--- src/verilog/bip_consts.svh ---
// Register offsets, field positions, reset values and timing counts
`ifndef BIP_CONSTS_SVH
`define BIP_CONSTS_SVH
`define BIP_A_CTRL 8'h00
`define BIP_A_MASK 8'h04
`define BIP_A_LOW 8'h08
`define BIP_A_EOI 8'h0C
`define BIP_A_POLL 8'h10
`define BIP_A_STAT 8'h14
`define BIP_F_MODE 0
`define BIP_F_SMM 2
`define BIP_F_POLL 3
`define BIP_F_LEVEL 4
`define BIP_F_VBASE 11
`define BIP_CTRL_RST 16'h0000
`define BIP_MASK_RST 8'hFF
`define BIP_LOW_RST 3'h7
`define BIP_RESP_OK 2'h0
`define BIP_RESP_ERR 2'h2
`define BIP_SRC_TMO 24
`define BIP_SRC_MBOX 25
`define BIP_NSRC 26
`define BIP_CLK_NS 4
`define BIP_TMO_NS 10000
`define BIP_TMO_CYC (`BIP_TMO_NS / `BIP_CLK_NS)
`endif

--- src/verilog/bip_pkg.sv ---
// Types shared by the interrupt priority block and its bench
package bip_pkg;
    typedef enum logic [1:0] {
        BIP_NESTED,
        BIP_AUTO,
        BIP_SPEC
    } bip_mode_t;
    typedef logic [4:0] bip_sel_t;
    typedef bip_sel_t [7:0] bip_jsel_t;
    typedef struct packed {
        logic awvalid;
        logic [7:0] awaddr;
        logic wvalid;
        logic [31:0] wdata;
        logic [3:0] wstrb;
        logic bready;
        logic arvalid;
        logic [7:0] araddr;
        logic rready;
    } bip_axi_req_t;
    typedef struct packed {
        logic awready;
        logic wready;
        logic bvalid;
        logic [1:0] bresp;
        logic arready;
        logic rvalid;
        logic [31:0] rdata;
        logic [1:0] rresp;
    } bip_axi_rsp_t;
    typedef struct packed {
        logic adc_done;
        logic copro_err;
        logic line_clk;
        logic power_fail;
        logic periph;
        logic [7:0] user_req;
        logic [2:0] ctr_out;
        logic [5:0] exp_req;
        logic pp_out_empty;
        logic pp_in_full;
    } bip_src_t;
    typedef struct packed {
        logic valid;
        logic [7:0] id;
    } bip_vec_t;
endpackage : bip_pkg

--- src/verilog/bip_priority_resolver_unit.sv ---
// Interrupt priority resolver with AXI4-Lite registers
//
// Design decisions made here: the placing of the registers and the AXI4-Lite interface to the registers.
`timescale 1ns/1ps
`include "bip_consts.svh"
// Operation
// - Nested mode ranks input 0 highest down to input 7 lowest.
// - Auto rotating mode moves each serviced level to lowest priority.
// - Specific rotating mode ranks from the software-named lowest level.
// - Special mask blocks only in-service levels, others stay enabled.
// - Poll mode keeps request line off; poll read returns pending level.
// - Inputs detected on edges or levels as software selects.
// - One combined request line goes to the processor.
// - Acknowledge returns an 8-bit source identifier.
// - Software picks the block of 8 identifiers out of 256.
// - Eight vectored inputs plus the non-maskable level make nine.
// - Jumpers choose inputs from 26 sources with no extra muxing.
// - Parallel port gives input-full and output-empty requests.
// - Each of three expansion connectors gives two request lines.
// - Each of three counters can supply a request.
// - Bus access without acknowledge before timeout raises a request.
// - Conversion done raises a selectable request.
// - External write to shared memory location zero raises a request.
// - Eight user lines, power fail, line clock, coprocessor error.
module bip_priority_resolver_unit #(
    parameter int TMO_CYCLES = `BIP_TMO_CYC
) (
    // Clock and reset
    input wire logic clk,
    input wire logic reset,
    // Register bus
    input wire bip_pkg::bip_axi_req_t axi_req,
    output bip_pkg::bip_axi_rsp_t axi_rsp,
    // Request sources
    input wire bip_pkg::bip_src_t src,
    input wire logic bus_cycle,
    input wire logic bus_ack,
    input wire logic mbox_wr,
    input wire logic mbox_addr_zero,
    input wire bip_pkg::bip_jsel_t jumper_sel,
    // Processor side
    input wire logic processor_request_line_ack,
    input wire logic nmi_src,
    output logic processor_request_line,
    output bip_pkg::bip_vec_t vec_out,
    output logic local_nonvectored_level
);
    import bip_pkg::*;

    if (TMO_CYCLES < 2 || TMO_CYCLES > 65535) begin : g_chk
        $error("TMO_CYCLES out of range");
    end

    // Pin synchronisers
    localparam int NRAW = 30;
    logic [NRAW-1:0] raw_w, s1_q, s2_q;
    bip_jsel_t j1_q, j2_q, jsel_q;
    assign raw_w = {nmi_src, processor_request_line_ack, mbox_addr_zero, mbox_wr,
                    bus_ack, bus_cycle, src};

    always_ff @(posedge clk or posedge reset) begin
        if (reset) begin
            s1_q <= '0;
            s2_q <= '0;
        end else begin
            s1_q <= raw_w;
            s2_q <= s1_q;
        end
    end

    // Jumpers are straps: no reset, caught only while reset is held
    always_ff @(posedge clk) begin
        j1_q <= jumper_sel;
        j2_q <= j1_q;
        if (reset) begin
            jsel_q <= j2_q;
        end
    end

    bip_src_t s_src;
    logic s_cyc, s_ack, s_mwr, s_mz, s_inta, s_nmi;
    assign s_src = s2_q[23:0];
    assign s_cyc = s2_q[24];
    assign s_ack = s2_q[25];
    assign s_mwr = s2_q[26];
    assign s_mz = s2_q[27];
    assign s_inta = s2_q[28];
    assign s_nmi = s2_q[29];

    // Bus timeout one-shot and mailbox strobe
    logic [15:0] tmo_cnt_q;
    logic tmo_act_q, tmo_q, cyc_q, mw_q, mbox_q, tmo_hit;
    assign tmo_hit = tmo_act_q && tmo_cnt_q == 16'(TMO_CYCLES - 1);
    always_ff @(posedge clk or posedge reset) begin
        if (reset) begin
            tmo_cnt_q <= 16'h0000;
            tmo_act_q <= 1'b0;
            tmo_q <= 1'b0;
            cyc_q <= 1'b0;
            mw_q <= 1'b0;
            mbox_q <= 1'b0;
        end else begin
            cyc_q <= s_cyc;
            mw_q <= s_mwr && s_mz;
            mbox_q <= s_mwr && s_mz && !mw_q;
            tmo_q <= tmo_hit && !s_ack;
            if (s_cyc && !cyc_q) begin
                tmo_act_q <= 1'b1;
                tmo_cnt_q <= 16'h0000;
            end else if (s_ack || tmo_hit) begin
                tmo_act_q <= 1'b0;
            end else if (tmo_act_q) begin
                tmo_cnt_q <= tmo_cnt_q + 16'h0001;
            end
        end
    end

    // Source selection: index 26..31 reads as idle
    logic [31:0] srcx;
    logic [7:0] line_w;
    assign srcx = {6'h00, mbox_q, tmo_q, s_src};
    for (genvar i = 0; i < 8; i++) begin : g_sel
        assign line_w[i] = srcx[jsel_q[i]];
    end

    // Register state
    logic [15:0] ctrl_q;
    logic [7:0] mask_q, irr_q, isr_q, line_q;
    logic [2:0] low_q;
    logic inta_q, smm, pollm, lvlm;
    bip_mode_t mode_w;
    logic [4:0] vbase;
    assign mode_w = (ctrl_q[1:0] == 2'h1) ? BIP_AUTO :
                    (ctrl_q[1:0] == 2'h2) ? BIP_SPEC : BIP_NESTED;
    assign smm = ctrl_q[`BIP_F_SMM];
    assign pollm = ctrl_q[`BIP_F_POLL];
    assign lvlm = ctrl_q[`BIP_F_LEVEL];
    assign vbase = ctrl_q[`BIP_F_VBASE +: 5];
    // First set bit walking up from the level just above the lowest
    function automatic logic [3:0] first_of(input logic [7:0] v,
                                            input logic [2:0] b);
        logic [3:0] r;
        logic [2:0] idx;
        r = 4'h0;
        idx = 3'h0;
        for (int k = 7; k >= 0; k--) begin
            idx = b + 3'h1 + 3'(k);
            if (v[idx]) begin
                r = {1'b1, idx};
            end
        end
        return r;
    endfunction : first_of
    logic [2:0] base_w, p_rank, h_rank, pend;
    logic [7:0] req_eff;
    logic [3:0] p_w, h_w;
    logic grant;
    assign base_w = (mode_w == BIP_NESTED) ? 3'h7 : low_q;
    assign req_eff = irr_q & ~mask_q & (smm ? ~isr_q : 8'hFF);
    assign p_w = first_of(req_eff, base_w);
    assign h_w = first_of(isr_q, base_w);
    assign p_rank = p_w[2:0] - base_w - 3'h1;
    assign h_rank = h_w[2:0] - base_w - 3'h1;
    // Normal nesting holds off equal and lower levels while in service
    assign grant = p_w[3] && (smm || !h_w[3] || p_rank < h_rank);
    assign pend = p_w[2:0];

    // AXI4-Lite handshakes: write waits for address and data together
    logic awr_q, bval_q, arr_q, rval_q, wr_go, rd_go;
    logic [1:0] bresp_q, rresp_q;
    logic [31:0] rdata_q, wd;
    logic [7:0] wa, ra;
    assign wr_go = axi_req.awvalid && axi_req.wvalid && !awr_q && !bval_q;
    assign rd_go = axi_req.arvalid && !arr_q && !rval_q;
    assign wa = axi_req.awaddr;
    assign ra = axi_req.araddr;
    assign wd = axi_req.wdata;
    logic w_ctrl, w_mask, w_low, w_eoi, wr_ok, r_poll, rd_ok;
    assign w_ctrl = wr_go && wa == `BIP_A_CTRL;
    assign w_mask = wr_go && wa == `BIP_A_MASK && axi_req.wstrb[0];
    assign w_low = wr_go && wa == `BIP_A_LOW && axi_req.wstrb[0];
    assign w_eoi = wr_go && wa == `BIP_A_EOI;
    assign wr_ok = wa == `BIP_A_CTRL || wa == `BIP_A_MASK ||
                   wa == `BIP_A_LOW || wa == `BIP_A_EOI;
    assign r_poll = rd_go && ra == `BIP_A_POLL;
    // Read decode looks at the read address only
    assign rd_ok = ra == `BIP_A_CTRL || ra == `BIP_A_MASK ||
                   ra == `BIP_A_LOW || ra == `BIP_A_EOI ||
                   ra == `BIP_A_POLL || ra == `BIP_A_STAT;

    logic [31:0] stat_w, poll_w, rd_w;
    assign stat_w = {4'h0, pend, grant, line_w, isr_q, irr_q};
    assign poll_w = {24'h000000, grant, 4'h0, pend};
    assign rd_w = (ra == `BIP_A_CTRL) ? {16'h0000, ctrl_q} :
                  (ra == `BIP_A_MASK) ? {24'h000000, mask_q} :
                  (ra == `BIP_A_LOW) ? {29'h00000000, low_q} :
                  (ra == `BIP_A_POLL) ? poll_w :
                  (ra == `BIP_A_STAT) ? stat_w : 32'h00000000;

    // Acknowledge from either the processor pin or a poll read
    logic inta_ev, ack_ev;
    logic [7:0] set_w, clr_w, rise_w;
    assign inta_ev = s_inta && !inta_q;
    assign ack_ev = inta_ev || r_poll;
    assign set_w = (ack_ev && grant) ? 8'(1) << pend : 8'h00;
    assign clr_w = (w_eoi && h_w[3]) ? 8'(1) << h_w[2:0] : 8'h00;
    assign rise_w = line_w & ~line_q;

    always_ff @(posedge clk or posedge reset) begin
        if (reset) begin
            awr_q <= 1'b0;
            bval_q <= 1'b0;
            bresp_q <= `BIP_RESP_OK;
            arr_q <= 1'b0;
            rval_q <= 1'b0;
            rdata_q <= 32'h00000000;
            rresp_q <= `BIP_RESP_OK;
        end else begin
            awr_q <= wr_go;
            arr_q <= rd_go;
            // Response only after the handshake edge, as AXI ordering asks
            if (awr_q) begin
                bval_q <= 1'b1;
            end else if (axi_req.bready) begin
                bval_q <= 1'b0;
            end
            if (wr_go) begin
                bresp_q <= wr_ok ? `BIP_RESP_OK : `BIP_RESP_ERR;
            end
            if (rd_go) begin
                rdata_q <= rd_w;
                rresp_q <= rd_ok ? `BIP_RESP_OK : `BIP_RESP_ERR;
            end
            if (arr_q) begin
                rval_q <= 1'b1;
            end else if (axi_req.rready) begin
                rval_q <= 1'b0;
            end
        end
    end

    always_ff @(posedge clk or posedge reset) begin
        if (reset) begin
            ctrl_q <= `BIP_CTRL_RST;
            mask_q <= `BIP_MASK_RST;
            low_q <= `BIP_LOW_RST;
        end else begin
            if (w_ctrl && axi_req.wstrb[0]) begin
                ctrl_q[7:0] <= wd[7:0];
            end
            if (w_ctrl && axi_req.wstrb[1]) begin
                ctrl_q[15:8] <= wd[15:8] & 8'hF8;
            end
            if (w_mask) begin
                mask_q <= wd[7:0];
            end
            if (w_low && mode_w == BIP_SPEC) begin
                low_q <= wd[2:0];
            end else if (w_eoi && h_w[3] && mode_w == BIP_AUTO) begin
                low_q <= h_w[2:0];
            end
        end
    end

    // Set wins over clear for both request and service flags
    always_ff @(posedge clk or posedge reset) begin
        if (reset) begin
            irr_q <= 8'h00;
            isr_q <= 8'h00;
            line_q <= 8'h00;
            inta_q <= 1'b0;
        end else begin
            line_q <= line_w;
            inta_q <= s_inta;
            irr_q <= lvlm ? line_w : (irr_q & ~set_w) | rise_w;
            isr_q <= (isr_q & ~clr_w) | set_w;
        end
    end

    // Processor outputs
    logic processor_request_line_q;
    bip_vec_t vec_q;
    logic nmi_q;
    always_ff @(posedge clk or posedge reset) begin
        if (reset) begin
            processor_request_line_q <= 1'b0;
            vec_q <= '0;
            nmi_q <= 1'b0;
        end else begin
            processor_request_line_q <= grant && !pollm;
            vec_q.valid <= inta_ev;
            if (inta_ev) begin
                vec_q.id <= {vbase, pend};
            end
            nmi_q <= s_nmi;
        end
    end

    assign processor_request_line = processor_request_line_q;
    assign vec_out = vec_q;
    assign local_nonvectored_level = nmi_q;
    assign axi_rsp = '{awready: awr_q, wready: awr_q, bvalid: bval_q,
                       bresp: bresp_q, arready: arr_q, rvalid: rval_q,
                       rdata: rdata_q, rresp: rresp_q};
endmodule : bip_priority_resolver_unit

--- config.mk ---
export PLATFORM = sky130hd
export DESIGN_NAME = bip_priority_resolver_unit
export DESIGN_NICKNAME = d
export VERILOG_FILES = /design/src/verilog/bip_pkg.sv /design/src/verilog/bip_priority_resolver_unit.sv
export VERILOG_INCLUDE_DIRS = /design/src /design/src/verilog
export SDC_FILE = /design/constraint.sdc
export NUM_CORES = 1
export LEC_CHECK = 0
export BUFFER_PORTS_ARGS = -buffer_cell sky130_fd_sc_hd__clkbuf_2
export CAP_MARGIN = 10
export CORE_MARGIN = 2
export CORE_UTILIZATION = 57
export CTS_CLUSTER_DIAMETER = 100
export DETAILED_ROUTE_END_ITERATION = 7
export PLACE_DENSITY = 0.79
export SYNTH_ARGS = -nofsm -noshare
export SYNTH_HDL_FRONTEND = slang
export SYNTH_SLANG_ARGS = --single-unit
--- constraint.sdc ---
create_clock -name clk -period 6.05 [get_ports clk]
set_input_delay 0.3025 -clock clk [delete_from_list [all_inputs] [get_ports clk]]
set_output_delay 0.3025 -clock clk [all_outputs]
set_load 0.1 [all_outputs]
# Word level (Yosys, flattened, before mapping)
# Cells that the tools add are included.
# W data, S select, Z words.
# classes
bitwise	12
n_addsub	13
n_lt_le_gt_ge	17
shift	2
muxes	89
eq_ne	14
reduce_logical	57
# ops
cell	n
$mux W28	5
$mux W4	16
$bmux W1 S3	16
$lt A5 B6 Y1 const B	8
$mux W16	3
$and A8 B8 Y8	5
$bmux W1 S5	8
$not A8 Y8	5
$eq A8 B4 Y1 const B	4
$lt A3 B4 Y1 const B	8
$mux W8	4
$mux W1	30
$logic_and A1 B1 Y1	26
$add A16 B1 Y16 const B	1
$eq A16 B12 Y1 const B	1
$eq A8 B3 Y1 const B	2
$eq A8 B5 Y1 const B	2
$logic_not A8 Y1	2
$or A8 B8 Y8	2
$shl A1 B3 Y8 const A	2
$add A3 B3 Y3 const B	4
$logic_or A1 B1 Y1	12
$logic_not A1 Y1	10
$reduce_bool A2 Y1	5
12 further kinds	23
# totals
output_inout_bits	52
elab_cells	255
ff_bits	301
inputBits	129

# Logic depth before layout (Yosys ltp)
# depth
ltp_word	28
mapped_depth	28
depth_no_buf	24

# Worst setup path after synthesis
# OpenSTA, ideal clock, no wires.
# synth_path
path_kind	reg2reg
start	register ctrl_q[0]
end	register isr_q[0]
required_ns	5.929
period_less_slack_ns	5.429
stages_incl_launch_ff	28
path_buffers	3
arrival_time_ns	5.309
setup_ns	0.121
setup_slack_ns	0.621
path_cell_list	dfrtp_1 > inv_1 > ha_1 > buf_4 > nor2_4 > inv_1 > buf_2 > ha_1 > buf_2 > or3_1 > nand2_2 > mux4_2 > mux2i_1 > nand3_1 > a21o_1 > a32o_1 > inv_2 > ha_1 > inv_1 > fa_1 > xnor2_1 > xnor2_1 > ha_1 > a21oi_1 > nor2_1 > a21oi_4 > and4_1 > a22o_1
# synth_between
elab_chain_len	25
word_cells_on_any_way	80
classes_between	add/sub (12); order compare (1); eq/ne (2); shift (2); mux (53); bitwise (3); reduce/logical (7)
# synth_rtl
item	line_no	text
start, declared	bip_priority_resolver_unit.sv:127	logic [15:0] ctrl_q;
start signal, assigned	bip_priority_resolver_unit.sv:244	ctrl_q <= `BIP_CTRL_RST;
start signal, assigned	bip_priority_resolver_unit.sv:249	ctrl_q[7:0] <= wd[7:0];
$eq A2 B2 Y1	bip_priority_resolver_unit.sv:134	(ctrl_q[1:0] == 2'h2) ? BIP_SPEC : BIP_NESTED;
$mux W2	bip_priority_resolver_unit.sv:134	
$mux W2 (*)	bip_priority_resolver_unit.sv:133	assign mode_w = (ctrl_q[1:0] == 2'h1) ? BIP_AUTO :
$logic_not A2 Y1 (*)	bip_priority_resolver_unit.sv:158	assign base_w = (mode_w == BIP_NESTED) ? 3'h7 : low_q;
$mux W3 (*)	bip_priority_resolver_unit.sv:158	
$add A3 B1 Y3 (*)	bip_priority_resolver_unit.sv:147	idx = b + 3'h1 + 3'(k);
$add A3 B3 Y3	bip_priority_resolver_unit.sv:147	
$bmux W1 S3	bip_priority_resolver_unit.sv:148	if (v[idx]) begin
[9 not listed]	n/a	
via p_w[0]	bip_priority_resolver_unit.sv:156	logic [3:0] p_w, h_w;
$sub A3 B3 Y3	bip_priority_resolver_unit.sv:162	assign p_rank = p_w[2:0] - base_w - 3'h1;
$sub A3 B1 Y3	bip_priority_resolver_unit.sv:162	
$lt A3 B3 Y1	bip_priority_resolver_unit.sv:165	assign grant = p_w[3] && (smm || !h_w[3] || p_rank < h_rank);
$logic_or A1 B1 Y1	bip_priority_resolver_unit.sv:165	
$logic_and A1 B1 Y1	bip_priority_resolver_unit.sv:165	
$logic_and A1 B1 Y1	bip_priority_resolver_unit.sv:205	assign set_w = (ack_ev && grant) ? 8'(1) << pend : 8'h00;
$mux W8 (*)	bip_priority_resolver_unit.sv:205	
$or A8 B8 Y8 (*)	bip_priority_resolver_unit.sv:276	isr_q <= (isr_q & ~clr_w) | set_w;
end signal, assigned	bip_priority_resolver_unit.sv:276	
end, declared	bip_priority_resolver_unit.sv:128	logic [7:0] mask_q, irr_q, isr_q, line_q;
# Mark *: on every way through the listed nets, which the timed path passes. The rest lies on a longest branch. The select of a mux whose other input is x is not followed.
# A chain may end at the register's enable or synchronous reset.

# Worst setup path in the final report
# layout_path
start	register ctrl_q[0]
end	register isr_q[0]
# layout_between
elab_chain_len	25
word_cells_on_any_way	80
classes_between	add/sub (12); order compare (1); eq/ne (2); shift (2); mux (53); bitwise (3); reduce/logical (7)
# layout_rtl
item	line_no
$eq A2 B2 Y1	bip_priority_resolver_unit.sv:134
$mux W2	bip_priority_resolver_unit.sv:134
$mux W2 (*)	bip_priority_resolver_unit.sv:133
$logic_not A2 Y1 (*)	bip_priority_resolver_unit.sv:158
$mux W3 (*)	bip_priority_resolver_unit.sv:158
$add A3 B1 Y3	bip_priority_resolver_unit.sv:147
$add A3 B3 Y3	bip_priority_resolver_unit.sv:147
$bmux W1 S3	bip_priority_resolver_unit.sv:148
[9 not listed]	n/a
$sub A3 B3 Y3 (on tied branches)	bip_priority_resolver_unit.sv:162, bip_priority_resolver_unit.sv:163
$sub A3 B1 Y3 (on tied branches)	bip_priority_resolver_unit.sv:162, bip_priority_resolver_unit.sv:163
$lt A3 B3 Y1	bip_priority_resolver_unit.sv:165
$logic_or A1 B1 Y1	bip_priority_resolver_unit.sv:165
$logic_and A1 B1 Y1	bip_priority_resolver_unit.sv:165
$logic_and A1 B1 Y1	bip_priority_resolver_unit.sv:205
$mux W8	bip_priority_resolver_unit.sv:205
$or A8 B8 Y8 (*)	bip_priority_resolver_unit.sv:276
# Every way passes the cells marked *; elsewhere a longest branch is shown, timed or not. The select of a mux whose other input is x is not followed.

==> metrics.yaml <==
run_status:
  run_status: "finished, final reports clean"
setup_path:
  cp-startpoint: "ctrl_q[0]"
  cpPeakStageDelay_ps: 420
  reg2reg_slack_ps: 430
  critPathLaunchType: "register"
  required_ps: 6520
  worstSetupEndpoint: "isr_q[0]"
  crit_slowest_cell: "fa_1"
  cp_cell_sequence: "inv_1 > ha_2 > or2_4 > ha_1 > buf_4 > o21a_1 > nor2_1 > buf_4 > mux4_2 > mux2i_1 > nand3_1 > a211o_1 > a21oi_4 > inv_2 > fa_1 > xnor2_1 > xnor2_1 > ha_1 > a21oi_1 > nor2_1 > a21oi_4 > and4_1 > a22o_1"
  end_kind: "register"
  cp.arrival_ps: 6090
  r2r-end: "isr_q[0]"
  crit_type: "register to register"
  timing.rr.start: "ctrl_q[0]"
  reg2reg_depth: 23
  cp_max_fo: 12
drt:
  routedWlPerCell_um: 21.6
  dr.pass1.iters: 5
  viasPerCell: 6.12
  vias: 9400
  ant_nets: 0
  wl_um: 33100
  drt_iter0_drc: 967
  drc_errors: 0
finish:
  diodes: 0
  fillers: 1512
  nets: 1367
  final_layout_size_suffix_gt1_share_pct: 28.7
  area.growth.synth_to_final_pct: 20.1
  fin_area_um2: 15600
global_routing:
  grt_pass1_wl_um: 52400
  antenna_found_initial: 0
  grt_max_degree: 81
  grt_overflow_total: 0
  grt_usage_pct: 28.1
  first_global_vias: 9650
floorplan:
  die_x_um: 155
  rows: 55
  core_um2: 22500
  die_y_um: 155
  dieArea_um2: 24000
  ios: 181
  initial_core_util_pct: 57.6
yosys:
  synthDistinctLibCells: 89
  synth_top_area_cell: "dfrtp_1"
  synthArstFlopShare_pct: 59.3
  synth_top_area_share_pct: 31.7
  avgSynthCellArea_um2: 12.8
  yosys-top-cells-count: "dfrtp_1 (164), dfxtp_1 (80), mux4_2 (69), nor2_1 (67), nand2_1 (66)"
  seq_area_frac_synth_pct: 55.5
  ys.flop_type: "dfrtp_1"
  yosys-top-cells-area: "dfrtp_1 (32%), dfxtp_1 (12%), mux4_2 (12%), edfxtp_1 (9.3%), mux2i_1 (2.7%)"
  synth_most_common_cell: "dfrtp_1"
  synth_edf_count: 40
  synth_seq_cells: 295
  syn_area_um2: 13000
  yosys_warnings: 0
  synth_cells: 1010
clocking:
  numCtsBuffers: 28
  clock_latency_ps: 560
  path_clk_slew_ps: 70
  cts_tree: "done"
  cts_root_buf: "clkbuf_16"
  clk_path_buf_depth: 3
  clkSinkCount: 295
  post_cts_buffers: 0
  htreeDepth: 1
power_and_ir_drop:
  p_leak_uw: 0.00675
  peakVddDrop_mv: 0.311
  powerDensity_nw_per_um2: 327
timing:
  hold_violations: 0
  period_share_pct: 92.8
  worstMarginPinSlew_ps: 1270
  relSlewSlack_pct: 14.8
  period_minus_slack_ps: 5620
  fin_setup_tns_ps: 0
  setup_viol: 0
  final-max-slew-violation-count: 0
  skew_ps: 38.0
  fmax_ghz: 0.178
  grt_setup_unrepaired: "no"
worst_hold_path:
  hold_start: "axi_req[56]"
  min_path_cells: 3
  hp-class: "primary input to register"
place:
  gp_congestion: 0.871
  hpwl_um: 21000
  io_buffers: 153
  postPlaceCellArea_um2: 13900
job:
  cap_violations: 0
area by class of cell:
cell class                      count  area [µm²]  share of cell area [%]
Sequential cell                   295        7200                    46.2
Multi-Input combinational cell    620        5320                    34.2
Timing Repair Buffer              239        1590                    10.2
Clock buffer                       45         855                    5.49
Tap cell                          285         357                    2.29
Inverter                           44         175                    1.13
Clock inverter                      7        71.3                   0.458
registers in the layout, indices dropped and copies added (netlist names), 3 cells and up:
register,cells
ctrl_q,13
irr_q,8
isr_q,8
j1_q,40
j2_q,40
jsel_q,40
line_q,8
low_q,3
mask_q,8
rdata_q,28
s1_q,30
s2_q,30
tmo_cnt_q,16
vec_out,9
per-stage QoR:
| step | total power, µW | hold WS [ps] | setup slack [ps] | util, % | cells |
|---|---|---|---|---|---|
| 2_1_floorplan | 3070 | 310 | 621 | - | 1015 |
| 4_1_cts | 5080 | 6.77 | 316 | 69.1 | 1534 |
| 3_5_place_dp | 3340 | 312 | 327 | 61.9 | 1411 |
| 6_report | 5080 | 6.68 | 433 | 69.2 | 1535 |
| 5_1_grt | 5270 | 3.77 | 92.0 | 69.2 | 1535 |
| 3_3_place_gp | 3320 | 311 | 421 | 61.9 | 1411 |
routing by layer:
layer | global-route usage (%) | vias up | part of all wire, %
met3 | 4.51 | 119 | 7.7
met5 | 0 | - | 0
met4 | 11.0 | 0 | 3.9
li1 | - | 4175 | -
met2 | 49.7 | 542 | 51
met1 | 35.0 | 4564 | 37
cells in the final DEF, fill, tap and decap left out, drive strengths merged, types with 40 or more instances in the layout:
cell type,count
clkbuf,198
dfrtp,164
dfxtp,80
dlygate4sd3,71
mux4,69
nor2,69
nand2,68
a21oi,45
inv,44
o21ai,43
edfxtp,40
worst min-delay path by stage:
stage | slack (ps) | end
6_report | 7 | awr_q
5_1_grt | 4 | ctrl_q[15]
4_1_cts | 7 | awr_q
3_5_place_dp | 310 | j2_q[11]
3_3_place_gp | 310 | j2_q[7]
2_1_floorplan | 310 | j2_q[0]
where the power goes:
group / switching, µW / internal [µW] / leakage [µW] / total, µW
clock network: 745 / 975 / 0.000455 / 1720
registers: 138 / 2140 / 0.00321 / 2280
logic: 722 / 367 / 0.00308 / 1090
total: 1600 / 3480 / 0.00675 / 5080
worst max-delay path: cells and delay by family, from the launching register on:
family                     cells  cell delay (ps)
AOI/OAI and AO/OA              6             1280
xor gates and xnor gates       2              290
adders and majority gates      4             1350
buffers and inverters          4              560
DFF                            1              400
muxes                          2              590
and+or+nand+nor                5             1090
cells by family after synthesis:
family	share of synthesized area, %
flops	55.5
simple gates	9.59
compound gates	10.6
mux	18.1
buf+inv	3.64
xor+xnor	1.49
fa+ha+maj	1.08
other cells	0.0289
timing repair:
| item | 4_1_cts | 5_1_grt |
|---|---|---|
| hold buffers | 71 | 0 |
| endpoints found under the setup margin | 0 | 17 |
| gates resized for setup | 0 | 1 |
| hold endpoints to repair | 71 | 0 |
Power figures use the tool's default switching activity.
